## src/design/page_auth_pkg.sv

```systemverilog
// shared constants for the page authentication signature command
package page_auth_pkg;

  // ****************************************
  // frame bytes and result codes
  // ****************************************
  localparam logic [7:0] CMD_START      = 8'h66;
  localparam logic [7:0] CMD_CODE       = 8'ha5;
  localparam logic [7:0] REQ_LEN        = 8'h22;
  localparam logic [7:0] RESP_LEN_FULL  = 8'h41;
  localparam logic [7:0] RESP_LEN_SHORT = 8'h01;
  localparam logic [7:0] DUMMY_BYTE     = 8'hff;
  localparam logic [7:0] HIDDEN_ID_BYTE = 8'hff;
  localparam logic [7:0] RES_OK         = 8'haa;
  localparam logic [7:0] RES_FAIL       = 8'h22;
  localparam logic [7:0] RES_INVALID    = 8'h77;
  localparam logic [7:0] RES_DISABLED   = 8'h88;

  // ****************************************
  // parameter byte fields
  // ****************************************
  localparam int         IDSEL_MSB = 7;
  localparam int         IDSEL_LSB = 5;
  localparam int         PAGE_MSB  = 2;
  localparam int         PAGE_LSB  = 0;
  localparam logic [2:0] IDSEL_ROM = 3'h0;
  localparam logic [2:0] IDSEL_FF  = 3'h7;
  localparam logic [2:0] LAST_PAGE = 3'h6;

  // ****************************************
  // hash input layout and response layout
  // ****************************************
  localparam logic [6:0] H_PAGE0  = 7'h08;
  localparam logic [6:0] H_CHAL0  = 7'h28;
  localparam logic [6:0] H_PGNUM  = 7'h48;
  localparam logic [6:0] H_MAKER0 = 7'h49;
  localparam logic [6:0] H_LAST   = 7'h4a;
  localparam logic [5:0] CHAL_LAST = 6'h1f;
  localparam logic [6:0] R_LEN    = 7'h01;
  localparam logic [6:0] R_RES    = 7'h02;
  localparam logic [6:0] R_SIG0   = 7'h03;
  localparam logic [6:0] R_CRC_FULL  = 7'h43;
  localparam logic [6:0] R_CRC_SHORT = 7'h03;

  // ****************************************
  // crc and timing
  // ****************************************
  localparam logic [15:0] CRC_POLY = 16'ha001;
  localparam logic [15:0] CRC_INIT = 16'h0000;
  localparam int SIG_TIME_US     = 100;
  localparam int CLK_FREQ_MHZ    = 125;
  localparam int SIG_TIME_CYCLES = SIG_TIME_US * CLK_FREQ_MHZ;

endpackage

```

## src/design/crc16_byte.sv

```systemverilog
// byte-serial crc-16, reflected form, one byte per cycle
`timescale 1ns/1ps
`default_nettype none
module crc16_byte (
  // clock and reset
  input  wire logic        ref_clk,
  input  wire logic        rstn,
  // byte feed
  input  wire logic        clr,
  input  wire logic        en,
  input  wire logic [7:0]  data,
  // running value
  output logic      [15:0] crc
);
  import page_auth_pkg::*;

  logic [15:0] nxt_crc;

  always_comb begin
    nxt_crc = (clr ? CRC_INIT : crc) ^ {8'h00, data};
    for (int i = 0; i < 8; i++) begin
      nxt_crc = nxt_crc[0] ? ((nxt_crc >> 1) ^ CRC_POLY) : (nxt_crc >> 1);
    end
  end

  // clear and feed in one cycle seeds the first byte
  always_ff @(posedge ref_clk or negedge rstn) begin
    if (!rstn) begin
      crc <= CRC_INIT;
    end else if (en) begin
      crc <= nxt_crc;
    end else if (clr) begin
      crc <= CRC_INIT;
    end
  end
endmodule
`default_nettype wire

```

## src/design/tx_buffer2.sv

```systemverilog
// two-entry buffer with registered head, valid and ready on both sides
`timescale 1ns/1ps
`default_nettype none
module tx_buffer2 #(
  parameter int WIDTH = 8
) (
  // clock and reset
  input  wire logic             ref_clk,
  input  wire logic             rstn,
  // fill side
  input  wire logic             in_valid,
  input  wire logic [WIDTH-1:0] in_data,
  output logic                  in_ready,
  // drain side
  output logic                  out_valid,
  output logic      [WIDTH-1:0] out_data,
  input  wire logic             out_ready
);
  logic [WIDTH-1:0] d1_ff;
  logic             v1_ff;
  logic             pop;
  logic             push;

  // ready only from a flop, so the source sees no combinational path
  assign in_ready = ~v1_ff;
  assign pop      = out_valid & out_ready;
  assign push     = in_valid & ~v1_ff;

  always_ff @(posedge ref_clk or negedge rstn) begin
    if (!rstn) begin
      out_data  <= '0;
      out_valid <= 1'b0;
      d1_ff     <= '0;
      v1_ff     <= 1'b0;
    end else if (pop) begin
      if (v1_ff) begin
        out_data <= d1_ff;
        v1_ff    <= 1'b0;
      end else begin
        out_data  <= in_data;
        out_valid <= push;
      end
    end else if (push) begin
      if (!out_valid) begin
        out_data  <= in_data;
        out_valid <= 1'b1;
      end else begin
        d1_ff <= in_data;
        v1_ff <= 1'b1;
      end
    end
  end
endmodule
`default_nettype wire

```

## src/design/page_auth_sign.sv

```systemverilog
// page authentication signature command: frame parse, hash feed, signer control, response
`timescale 1ns/1ps
`default_nettype none
module page_auth_sign
  import page_auth_pkg::*;
#(
  parameter int SIG_TIMEOUT_CYCLES = page_auth_pkg::SIG_TIME_CYCLES
) (
  // clock and reset
  input  wire logic        ref_clk,
  input  wire logic        rstn,
  // link byte layer
  input  wire logic        link_reset,
  input  wire logic        rx_valid,
  input  wire logic [7:0]  rx_data,
  output logic             tx_valid,
  output logic [7:0]       tx_data,
  input  wire logic        tx_ready,
  // identity and configuration
  input  wire logic [63:0] unique_rom_identifier,
  input  wire logic [15:0] maker_id_bytes,
  input  wire logic        device_disabled,
  // page memory read
  output logic             page_rd_en,
  output logic [2:0]       page_rd_page,
  output logic [4:0]       page_rd_byte,
  input  wire logic        page_rd_valid,
  input  wire logic [7:0]  page_rd_data,
  // hash input stream
  output logic             hash_valid,
  output logic [7:0]       hash_byte,
  output logic             hash_last,
  input  wire logic        hash_ready,
  // signer
  output logic             sign_start,
  output logic             unclonable_key_source_en,
  input  wire logic        sig_byte_valid,
  input  wire logic [7:0]  sig_byte,
  input  wire logic        sign_done,
  input  wire logic        sign_fail,
  // status
  output logic             busy,
  output logic [7:0]       result_code
);
  import page_auth_pkg::*;

  typedef enum logic [3:0] {
    S_IDLE, S_LEN, S_CMD, S_PARAM, S_CHAL, S_REQ_CRC, S_RELEASE,
    S_HASH_FETCH, S_HASH_WAIT, S_HASH_PUT, S_SIGN, S_RESP
  } state_t;

  // ****************************************
  // state
  // ****************************************
  state_t      state_ff;
  logic [7:0]  param_ff;
  logic [7:0]  chal_mem [0:31];
  logic [7:0]  sig_mem  [0:63];
  logic [5:0]  chal_idx_ff;
  logic [5:0]  sig_wr_idx_ff;
  logic [6:0]  hash_idx_ff;
  logic [6:0]  resp_idx_ff;
  logic        resp_short_ff;
  logic [7:0]  result_ff;
  logic        fail_sticky_ff;
  logic [31:0] sign_cnt_ff;
  logic        req_crc_idx_ff;
  logic        page_rd_en_ff;
  logic [2:0]  page_rd_page_ff;
  logic [4:0]  page_rd_byte_ff;
  logic        hash_valid_ff;
  logic [7:0]  hash_byte_ff;
  logic        hash_last_ff;
  logic        sign_start_ff;
  logic        key_en_ff;
  logic        busy_ff;

  logic        push_valid;
  logic [7:0]  push_data;
  logic        push_ready;
  logic        push_fire;
  logic        crc_clr;
  logic        crc_en;
  logic [7:0]  crc_data;
  logic [15:0] crc_q;
  logic        param_ok;
  logic        sign_timeout;
  logic [6:0]  crc_at;
  logic [5:0]  sig_rd_idx;
  logic [6:0]  chal_off;
  logic [6:0]  page_off;

  assign param_ok = ((param_ff[IDSEL_MSB:IDSEL_LSB] == IDSEL_ROM) ||
                     (param_ff[IDSEL_MSB:IDSEL_LSB] == IDSEL_FF)) &&
                    (param_ff[PAGE_MSB:PAGE_LSB] <= LAST_PAGE);
  assign sign_timeout = (sign_cnt_ff == 32'(SIG_TIMEOUT_CYCLES - 1));
  assign crc_at     = resp_short_ff ? R_CRC_SHORT : R_CRC_FULL;
  assign sig_rd_idx = 6'(resp_idx_ff - R_SIG0);
  assign chal_off   = hash_idx_ff - H_CHAL0;
  assign page_off   = hash_idx_ff - H_PAGE0;
  assign push_fire  = push_valid & push_ready;

  // ****************************************
  // transmit byte selection
  // ****************************************
  always_comb begin
    push_valid = 1'b0;
    push_data  = 8'h00;
    if (state_ff == S_REQ_CRC) begin
      push_valid = 1'b1;
      push_data  = req_crc_idx_ff ? ~crc_q[15:8] : ~crc_q[7:0];
    end else if (state_ff == S_RESP) begin
      push_valid = 1'b1;
      if (resp_idx_ff == 7'h00) begin
        push_data = DUMMY_BYTE;
      end else if (resp_idx_ff == R_LEN) begin
        push_data = resp_short_ff ? RESP_LEN_SHORT : RESP_LEN_FULL;
      end else if (resp_idx_ff == R_RES) begin
        push_data = result_ff;
      end else if (resp_idx_ff == crc_at) begin
        push_data = ~crc_q[7:0];
      end else if (resp_idx_ff == crc_at + 7'h01) begin
        push_data = ~crc_q[15:8];
      end else begin
        push_data = (result_ff == RES_OK) ? sig_mem[sig_rd_idx] : 8'h00;
      end
    end
  end

  // ****************************************
  // crc feed: request bytes, then response bytes after the dummy
  // ****************************************
  always_comb begin
    crc_clr  = 1'b0;
    crc_en   = 1'b0;
    crc_data = rx_data;
    if (state_ff == S_IDLE) begin
      crc_clr = 1'b1;
      crc_en  = rx_valid && (rx_data == CMD_START);
    end else if (state_ff inside {S_LEN, S_CMD, S_PARAM, S_CHAL}) begin
      crc_en = rx_valid;
    end else if (state_ff == S_RESP) begin
      crc_data = push_data;
      crc_clr  = (resp_idx_ff == 7'h00);
      crc_en   = push_fire && (resp_idx_ff != 7'h00) && (resp_idx_ff < crc_at);
    end
  end

  crc16_byte u_crc (
    .ref_clk (ref_clk),
    .rstn    (rstn),
    .clr     (crc_clr),
    .en      (crc_en),
    .data    (crc_data),
    .crc     (crc_q)
  );

  tx_buffer2 #(.WIDTH(8)) u_txbuf (
    .ref_clk   (ref_clk),
    .rstn      (rstn),
    .in_valid  (push_valid),
    .in_data   (push_data),
    .in_ready  (push_ready),
    .out_valid (tx_valid),
    .out_data  (tx_data),
    .out_ready (tx_ready)
  );

  // ****************************************
  // command sequencer
  // ****************************************
  always_ff @(posedge ref_clk or negedge rstn) begin
    if (!rstn) begin
      state_ff       <= S_IDLE;
      param_ff       <= 8'h00;
      chal_idx_ff    <= 6'h00;
      hash_idx_ff    <= 7'h00;
      resp_idx_ff    <= 7'h00;
      resp_short_ff  <= 1'b0;
      result_ff      <= 8'h00;
      req_crc_idx_ff <= 1'b0;
      sign_cnt_ff    <= 32'h0;
      page_rd_en_ff  <= 1'b0;
      hash_valid_ff  <= 1'b0;
      hash_last_ff   <= 1'b0;
      sign_start_ff  <= 1'b0;
    end else begin
      page_rd_en_ff <= 1'b0;
      sign_start_ff <= 1'b0;
      if (link_reset) begin
        state_ff      <= S_IDLE;
        hash_valid_ff <= 1'b0;
        hash_last_ff  <= 1'b0;
      end else begin
        unique case (state_ff)
          S_IDLE: if (rx_valid && rx_data == CMD_START) state_ff <= S_LEN;
          S_LEN: if (rx_valid) state_ff <= (rx_data == REQ_LEN) ? S_CMD : S_IDLE;
          S_CMD: if (rx_valid) state_ff <= (rx_data == CMD_CODE) ? S_PARAM : S_IDLE;
          S_PARAM: if (rx_valid) begin
            param_ff    <= rx_data;
            chal_idx_ff <= 6'h00;
            state_ff    <= S_CHAL;
          end
          S_CHAL: if (rx_valid) begin
            chal_idx_ff <= chal_idx_ff + 6'h01;
            if (chal_idx_ff == CHAL_LAST) begin
              req_crc_idx_ff <= 1'b0;
              state_ff       <= S_REQ_CRC;
            end
          end
          S_REQ_CRC: if (push_fire) begin
            req_crc_idx_ff <= 1'b1;
            if (req_crc_idx_ff) state_ff <= S_RELEASE;
          end
          // protection bits of the page are never consulted here
          S_RELEASE: if (rx_valid) begin
            resp_idx_ff   <= 7'h00;
            resp_short_ff <= 1'b0;
            if (device_disabled) begin
              result_ff     <= RES_DISABLED;
              resp_short_ff <= 1'b1;
              state_ff      <= S_RESP;
            end else if (!param_ok) begin
              result_ff <= RES_INVALID;
              state_ff  <= S_RESP;
            end else if (fail_sticky_ff) begin
              result_ff <= RES_FAIL;
              state_ff  <= S_RESP;
            end else begin
              hash_idx_ff <= 7'h00;
              state_ff    <= S_HASH_FETCH;
            end
          end
          S_HASH_FETCH: begin
            if (hash_idx_ff >= H_PAGE0 && hash_idx_ff < H_CHAL0) begin
              page_rd_en_ff <= 1'b1;
              state_ff      <= S_HASH_WAIT;
            end else begin
              hash_valid_ff <= 1'b1;
              hash_last_ff  <= (hash_idx_ff == H_LAST);
              state_ff      <= S_HASH_PUT;
            end
          end
          S_HASH_WAIT: if (page_rd_valid) begin
            hash_valid_ff <= 1'b1;
            state_ff      <= S_HASH_PUT;
          end
          S_HASH_PUT: if (hash_ready) begin
            hash_valid_ff <= 1'b0;
            hash_last_ff  <= 1'b0;
            hash_idx_ff   <= hash_idx_ff + 7'h01;
            if (hash_idx_ff == H_LAST) begin
              sign_start_ff <= 1'b1;
              sign_cnt_ff   <= 32'h0;
              state_ff      <= S_SIGN;
            end else begin
              state_ff <= S_HASH_FETCH;
            end
          end
          S_SIGN: begin
            sign_cnt_ff <= sign_cnt_ff + 32'h1;
            if (sign_done || sign_timeout) begin
              result_ff <= (sign_done && !sign_fail) ? RES_OK : RES_FAIL;
              state_ff  <= S_RESP;
            end
          end
          S_RESP: if (push_fire) begin
            resp_idx_ff <= resp_idx_ff + 7'h01;
            if (resp_idx_ff == crc_at + 7'h01) state_ff <= S_IDLE;
          end
        endcase
      end
    end
  end

  // ****************************************
  // hash byte assembly
  // ****************************************
  always_ff @(posedge ref_clk or negedge rstn) begin
    if (!rstn) begin
      hash_byte_ff    <= 8'h00;
      page_rd_page_ff <= 3'h0;
      page_rd_byte_ff <= 5'h00;
    end else if (state_ff == S_HASH_FETCH) begin
      page_rd_page_ff <= param_ff[PAGE_MSB:PAGE_LSB];
      page_rd_byte_ff <= page_off[4:0];
      if (hash_idx_ff < H_PAGE0) begin
        // byte 0 of the identifier is the family code in the low bits
        hash_byte_ff <= (param_ff[IDSEL_MSB:IDSEL_LSB] == IDSEL_FF) ? HIDDEN_ID_BYTE :
                        unique_rom_identifier[{hash_idx_ff[2:0], 3'h0} +: 8];
      end else if (hash_idx_ff < H_PGNUM) begin
        hash_byte_ff <= chal_mem[chal_off[4:0]];
      end else if (hash_idx_ff == H_PGNUM) begin
        hash_byte_ff <= {5'h00, param_ff[PAGE_MSB:PAGE_LSB]};
      end else if (hash_idx_ff == H_MAKER0) begin
        hash_byte_ff <= maker_id_bytes[7:0];
      end else begin
        hash_byte_ff <= maker_id_bytes[15:8];
      end
    end else if (state_ff == S_HASH_WAIT && page_rd_valid) begin
      hash_byte_ff <= page_rd_data;
    end
  end

  // ****************************************
  // challenge and signature stores, sticky failure, status
  // ****************************************
  always_ff @(posedge ref_clk) begin
    if (state_ff == S_CHAL && rx_valid) chal_mem[chal_idx_ff[4:0]] <= rx_data;
    if (state_ff == S_SIGN && sig_byte_valid) sig_mem[sig_wr_idx_ff] <= sig_byte;
  end

  always_ff @(posedge ref_clk or negedge rstn) begin
    if (!rstn) begin
      sig_wr_idx_ff <= 6'h00;
    end else if (sign_start_ff) begin
      sig_wr_idx_ff <= 6'h00;
    end else if (state_ff == S_SIGN && sig_byte_valid) begin
      sig_wr_idx_ff <= sig_wr_idx_ff + 6'h01;
    end
  end

  // only power-on reset clears a signing failure
  always_ff @(posedge ref_clk or negedge rstn) begin
    if (!rstn) begin
      fail_sticky_ff <= 1'b0;
    end else if (state_ff == S_SIGN && (sign_done ? sign_fail : sign_timeout)) begin
      fail_sticky_ff <= 1'b1;
    end
  end

  always_ff @(posedge ref_clk or negedge rstn) begin
    if (!rstn) begin
      key_en_ff <= 1'b0;
      busy_ff   <= 1'b0;
    end else begin
      key_en_ff <= (state_ff == S_SIGN) && !sign_done && !sign_timeout && !link_reset;
      busy_ff   <= (state_ff != S_IDLE) && !link_reset;
    end
  end

  assign page_rd_en   = page_rd_en_ff;
  assign page_rd_page = page_rd_page_ff;
  assign page_rd_byte = page_rd_byte_ff;
  assign hash_valid   = hash_valid_ff;
  assign hash_byte    = hash_byte_ff;
  assign hash_last    = hash_last_ff;
  assign sign_start   = sign_start_ff;
  assign unclonable_key_source_en = key_en_ff;
  assign busy         = busy_ff;
  assign result_code  = result_ff;
endmodule
`default_nettype wire

```

## config.mk

```make
export PLATFORM = sky130hd
export DESIGN_NAME = page_auth_sign
export DESIGN_NICKNAME = d
export VERILOG_FILES = /design/src/design/page_auth_pkg.sv /design/src/design/crc16_byte.sv /design/src/design/tx_buffer2.sv /design/src/design/page_auth_sign.sv
export SDC_FILE = /design/constraint.sdc
export NUM_CORES = 1
export LEC_CHECK = 0
export BUFFER_PORTS_ARGS = -buffer_cell sky130_fd_sc_hd__buf_2
export CAP_MARGIN = 20
export CORE_MARGIN = 4
export CORE_UTILIZATION = 60
export CTS_BUF_LIST = sky130_fd_sc_hd__clkbuf_4 sky130_fd_sc_hd__clkbuf_8
export CTS_CLUSTER_SIZE = 24
export DETAILED_ROUTE_END_ITERATION = 10
export GPL_TIMING_DRIVEN = 0
export PLACE_DENSITY_LB_ADDON = 0.08
export SLEW_MARGIN = 0
export SYNTH_ARGS = -nofsm -noshare
export SYNTH_HDL_FRONTEND = slang
export SYNTH_SLANG_ARGS = --single-unit
```

## constraint.sdc

```tcl
create_clock -name ref_clk -period 5.6 [get_ports ref_clk]
set_input_delay 0.56 -clock ref_clk [delete_from_list [all_inputs] [get_ports ref_clk]]
set_output_delay 0.56 -clock ref_clk [all_outputs]
set_load 0.02 [all_outputs]
```

==> out/results.txt, run 1 <==
nets@finish - 2846
largest net degree at the start of global routing - 71
Finished Cell Area - 44100 um^2
Final Skew - 0.0380 ns
Area after DPL - 40800 um^2
DR iter-0 viols - 2494
#FFs+latches synth - 898
synthesis warning total - 0
relative slew slack - 27.2%
Worst Path Arrival - 6.12 ns
Final Hold Viols - 0
ratio of cells with drive above 1 in the final layout - 25.3%
via count - 23200
I/O pins - 154
global route overflow - 0
die width - 263 um
clk slew on worst S/H paths - 0.07 ns
unrepaired setup endpoints after global routing - false
Mapped Avg Cell Area - 16.3 um^2
sequential area share after synthesis - 67.6%
# rows - 93
GRT Util Overall - 29.7%
CP Max Fanout - 11
pwr/cell area - 305 nW/um^2
most frequent cells in the layout - edfxtp_1, nand2_1, nor2_1
hpwl dp - 68.2 mm
post-synth top area cell - edfxtp_1
Max Slew Vio Count - 0
Mapped Cells - 2388
H-tree levels - 4
total power - 0.0134 W
port bufs - 152
CTS tree - built
Post-synth EDFFs - 768
syn nets - 2524
drt wl/cell - 27.8 um
CP Class - reg -> reg
worst skew pair latency - 0.80 ns
Final ANT Viol Nets - 0
most common cell after layout, fill and taps aside - edfxtp_1
Final Cycle Share - 97.5%
min cycle time layout - 5.46 ns
Peak Freq - 0.183 GHz
Worst setup SP type - flop
1st-pass router iterations - 9
Reg2Reg Setup Slack - 0.14 ns
crit path setup slack, layout - 0.140 ns
vias in the first global route - 23400
Post-Route WL - 102 mm
DRC - 0
Peak supply drop - 0.000263 V
min-delay worst type - in -> reg
die area - 69000 um^2
ys flop type - edfxtp_1
Yosys top cell area share - 59.2%
initial antenna violation count - 2
status - completed
Synth Cell Area - 38900 um^2
Initial Util - 60.5%
Area growth, synth to finish - 13.2%
synth top area cells - edfxtp_1, mux4_2, dfrtp_1
actual slew at the worst max-slew pin - 1.09 ns
Num CTS Buffers - 141
Clock Tree Buf Depth - 3
CP endpoint kind - flop
ys async rst share - 14.5%
Final Setup Violations - 0
leakage power figure - 15.3 nW
first-pass GRT wire length - 152 mm
pre-CTS WS - -1.19 ns
CTS root buf - clkbuf_8
post-DR vias/cell - 6.31
Distinct cells, synth - 97
GP Congestion - 0.940
total core area - 64300 um^2
Max-Cap Viols - 0
CTS Sinks - 898
Chip Height - 263 um
Critical Path RT - 6.26 ns
[worst max-delay path, stage by stage, from the launching register on]
cell and delay (ns):
dfrtp_2 0.41, buf_12 0.18, buf_12 0.17, buf_16 0.16, clkinvlp_4 0.10, buf_6 0.17
ha_1 0.34, buf_12 0.18, buf_12 0.17, buf_12 0.16, buf_12 0.17, mux4_1 0.24
mux2i_1 0.14, a222oi_1 0.98, o2bb2ai_1 0.23, o32ai_2 0.13, xor2_2 0.22, xor2_1 0.20
xor3_2 0.48, xnor3_2 0.28, nand2_1 0.08, o211ai_1 0.08
[Yosys cell counts (all sizes together) (11+ instances only)]
cell type / instances
mux2i: 101
o21ai: 69
mux2: 20
nor2: 208
clkbuf: 63
dfrtp: 130
inv: 22
nand3: 81
nand2: 216
nand3b: 12
a31oi: 11
xnor2: 24
ha: 21
buf: 74
or2: 11
a21oi: 65
edfxtp: 768
nor3: 32
nand2b: 12
mux4: 204
nor3b: 13
xor2: 39
and3: 18
nand4: 24
[layout make-up]
cell class / count / area [um^2]
antenna: 2 / 5.00
tap: 855 / 1070
inverter: 22 / 86.3
clock inverter: 53 / 370
sequential: 898 / 26300
fill: 4337 / 20200
buffer: 136 / 998
timing repair buffer: 181 / 1120
multi-input combinational: 1330 / 11700
clock buffer: 199 / 2420
[registers in the layout, indices dropped and copies added, names as in the netlist, 3 cells and up]
register and flops:
sign_cnt_ff 32, page_rd_byte 5, u_txbuf.d1_ff 8, u_crc.crc 16, param_ff 6, chal_idx_ff 6, state_ff 4, hash_idx_ff 7
page_rd_page 3, hash_byte 8, result_code 3, chal_mem 256, resp_idx_ff 7, sig_wr_idx_ff 6, u_txbuf.out_data 8, sig_mem 512
[final timing paths]
check                                    start  depth (start not counted)                  end
max                             resp_idx_ff[0]                         21         u_crc.crc[0]
min                            page_rd_data[2]                          3         hash_byte[2]
max reg2reg                     resp_idx_ff[0]                         21         u_crc.crc[0]
min reg2reg                u_txbuf.out_data[3]                          2  u_txbuf.out_data[3]
max in group asynchronous                 rstn                          3         u_crc.crc[8]
min in group asynchronous                 rstn                          2      sign_cnt_ff[13]
[stage by stage]
stage	hold slack [ns]	setup TNS (ns)	util, %	instances
final	0.0831	0	68.5	3676
after global routing	0.0621	0	68.5	3676
after CTS	0.0221	0	68.1	3655
after detailed placement	0.466	-6.20	63.5	3398
after global placement	0.462	-5.03	63.4	3395
after floorplan	0.264	0	-	2388
[layer usage]
| metal | share of wire [%] | vias up | GRT usage [%] |
|---|---|---|---|
| li1 | - | 10000 | - |
| met1 | 39 | 11700 | 40.1 |
| met2 | 49 | 1253 | 48.2 |
| met3 | 8.3 | 259 | 5.92 |
| met4 | 4.5 | 0 | 12.2 |
| met5 | 0 | - | 0 |
[report_power, final]
group,total [W],switching (W),internal (W)
Sequential,0.00736,0.0000570,0.00730
Combinational,0.000616,0.000365,0.000251
Clock,0.00547,0.00256,0.00291
[repair_timing]
item | 4_1_cts | 5_1_grt
endpoints found under the hold margin | 61 | 0
setup buffers | 4 | 11
hold buffers | 2 | 0
pin swaps | 3 | 7
setup endpoints to repair | 13 | 3
gates resized for setup | 38 | 12
[cells by family after synthesis]
group                    count (synthesis)  share of synthesized area, %
XOR/XNOR                                66                          1.82
adder cells (fa/ha/maj)                 21                         0.675
buffers and inverters                  160                          2.53
flip-flops                             898                          67.6
AND/OR/NAND/NOR                        683                          8.13
multiplexers                           325                          15.3
AO/OA/AOI/OAI                          235                          3.98
No activity file was read; power rests on OpenSTA's default activity.
==> run 2, diff against run 1 <==
- CORE_UTILIZATION: 60 -> 58
- clock period: 5.6 -> 4.7 ns (I/O delays scaled with it)
==> out/results.txt, run 2 (synthesis results as in run 1) <==
status - complete, but fails checks
failing checks - negative setup slack
I/O pins - 154
Final ANT Viol Nets - 0
Seq. cell area - 26300 um^2
pwr/cell area - 363 nW/um^2
clk slew on worst S/H paths - 0.06 ns
GRT Util Overall - 29.4%
nets@finish - 2890
largest net degree at the start of global routing - 81
vias in the first global route - 23200
relative slew slack - 25.1%
port bufs - 152
CTS Sinks - 898
actual slew at the worst max-slew pin - 1.12 ns
Clock Tree Buf Depth - 3
most frequent cells in the layout - edfxtp_1, nand2_1, nor2_1
Chip Height - 267 um
die area - 71400 um^2
Worst Path Arrival - 5.55 ns
FILL cells - 4565
via count - 23500
Initial Util - 58.8%
CP endpoint kind - flop
CTS root buf - clkbuf_8
Final Setup Violations - 3
TNS Setup - -0.429 ns
Area growth, synth to finish - 14.9%
min cycle time layout - 4.91 ns
Final Cycle Share - 104%
Max Slew Vio Count - 0
DR iter-0 viols - 2850
Critical Path Source - resp_idx_ff[0]
Max-Cap Viols - 0
Peak supply drop - 0.000274 V
Finished Layout Cells - 3721
Multi-input gate area - 11900 um^2
drt wl/cell - 28.0 um
most common cell after layout, fill and taps aside - edfxtp_1
global route overflow - 0
Final Skew - 0.0411 ns
worst skew pair latency - 0.80 ns
crit path setup slack, layout - -0.211 ns
ratio of cells with drive above 1 in the final layout - 27.3%
# rows - 94
Final Hold Viols - 0
H-tree levels - 4
WHS - 0.0429 ns
Num CTS Buffers - 146
die width - 267 um
1st-pass router iterations - 8
worst reg2reg startpoint - resp_idx_ff[0]
Critical Path RT - 5.34 ns
initial antenna violation count - 1
Final Core Density - 67.6%
HP Start - sig_byte[5]
CP Max Fanout - 6
Peak Freq - 0.204 GHz
Post-Route WL - 104 mm
total core area - 66200 um^2
Reg with most FFs - sig_mem
placed instance count - 3407
Worst setup SP type - flop
CP Class - reg -> reg
CTS tree - built
pre-CTS WS - -1.91 ns
min-delay worst type - in -> reg
DRC - 0
GP Congestion - 0.917
hpwl dp - 68.2 mm
first-pass GRT wire length - 152 mm
unrepaired setup endpoints after global routing - true
number of flip-flops under the largest register name - 512
leakage power figure - 15.6 nW
post-DR vias/cell - 6.32
run 2: cell count changes in the layout (fill, tap and decap cells not counted), sizes merged, moves of 2 or more:
cell,delta
buf,+29
bufinv,+2
clkinvlp,-2
clkinv,-3
dlygate4sd3,+11
run 2: per-layer routing:
metal,GRT usage (%),vias to the layer above,wire length (um)
li1,-,10100,-
met2,48.5,1264,51400
met4,12.1,0,4310
met3,6.13,233,8670
met5,0,-,0
met1,38.7,11900,39900
run 2: where the power goes:
part	internal [W]	total, W	switching, W
Clock	0.00362	0.00671	0.00308
Combinational	0.000324	0.000768	0.000444
Sequential	0.00870	0.00877	0.0000696
run 2: stage by stage:
step | power, W | instance area [um^2]
2_1_floorplan | 0.00929 | 38900
3_3_place_gp | 0.00960 | 40800
3_5_place_dp | 0.00962 | 40800
4_1_cts | 0.0163 | 44300
5_1_grt | 0.0168 | 44800
6_report | 0.0162 | 44800
run 2: timing repair:
action                                 in CTS  in global routing
setup endpoints to repair                  38                 18
pin swaps                                  11                 29
hold buffers                               13                  0
endpoints found under the hold margin      64                  0
gates resized for setup                    64                 54
buffers inserted                           21                 26
run 2: path summary, 6_finish.rpt:
kind	slack, ns	cells past startpoint	endpoint
max	-0.21	19	u_crc.crc[0]
min	0.04	1	sig_mem[23][5]
max reg2reg	-0.21	19	u_crc.crc[0]
min reg2reg	0.48	2	u_txbuf.out_data[4]
max in group asynchronous	3.71	3	resp_idx_ff[5]
min in group asynchronous	0.20	2	sign_cnt_ff[15]
run 2: final cells by class:
cell class,instances,share of cell area (%)
timing repair buffer,222,3.24
clock buffer,201,5.50
inverter,22,0.193
antenna,1,0.00559
multi-input combinational,1330,26.6
clock inverter,49,0.883
buffer,134,2.35
tap,864,2.42
sequential,898,58.8
run 2: critical path: stages, from the launching register on:
cell	delay (ns)
dfrtp_1	0.41
buf_12	0.14
buf_12	0.11
buf_16	0.12
clkinvlp_4	0.18
ha_4	0.46
buf_12	0.16
buf_12	0.13
buf_16	0.12
mux4_2	0.21
mux2i_4	0.09
a222oi_1	0.94
o2bb2ai_2	0.20
o32ai_4	0.12
xor2_2	0.21
xor2_1	0.23
xor3_2	0.30
xnor3_2	0.44
nand2_2	0.07
o211ai_1	0.09
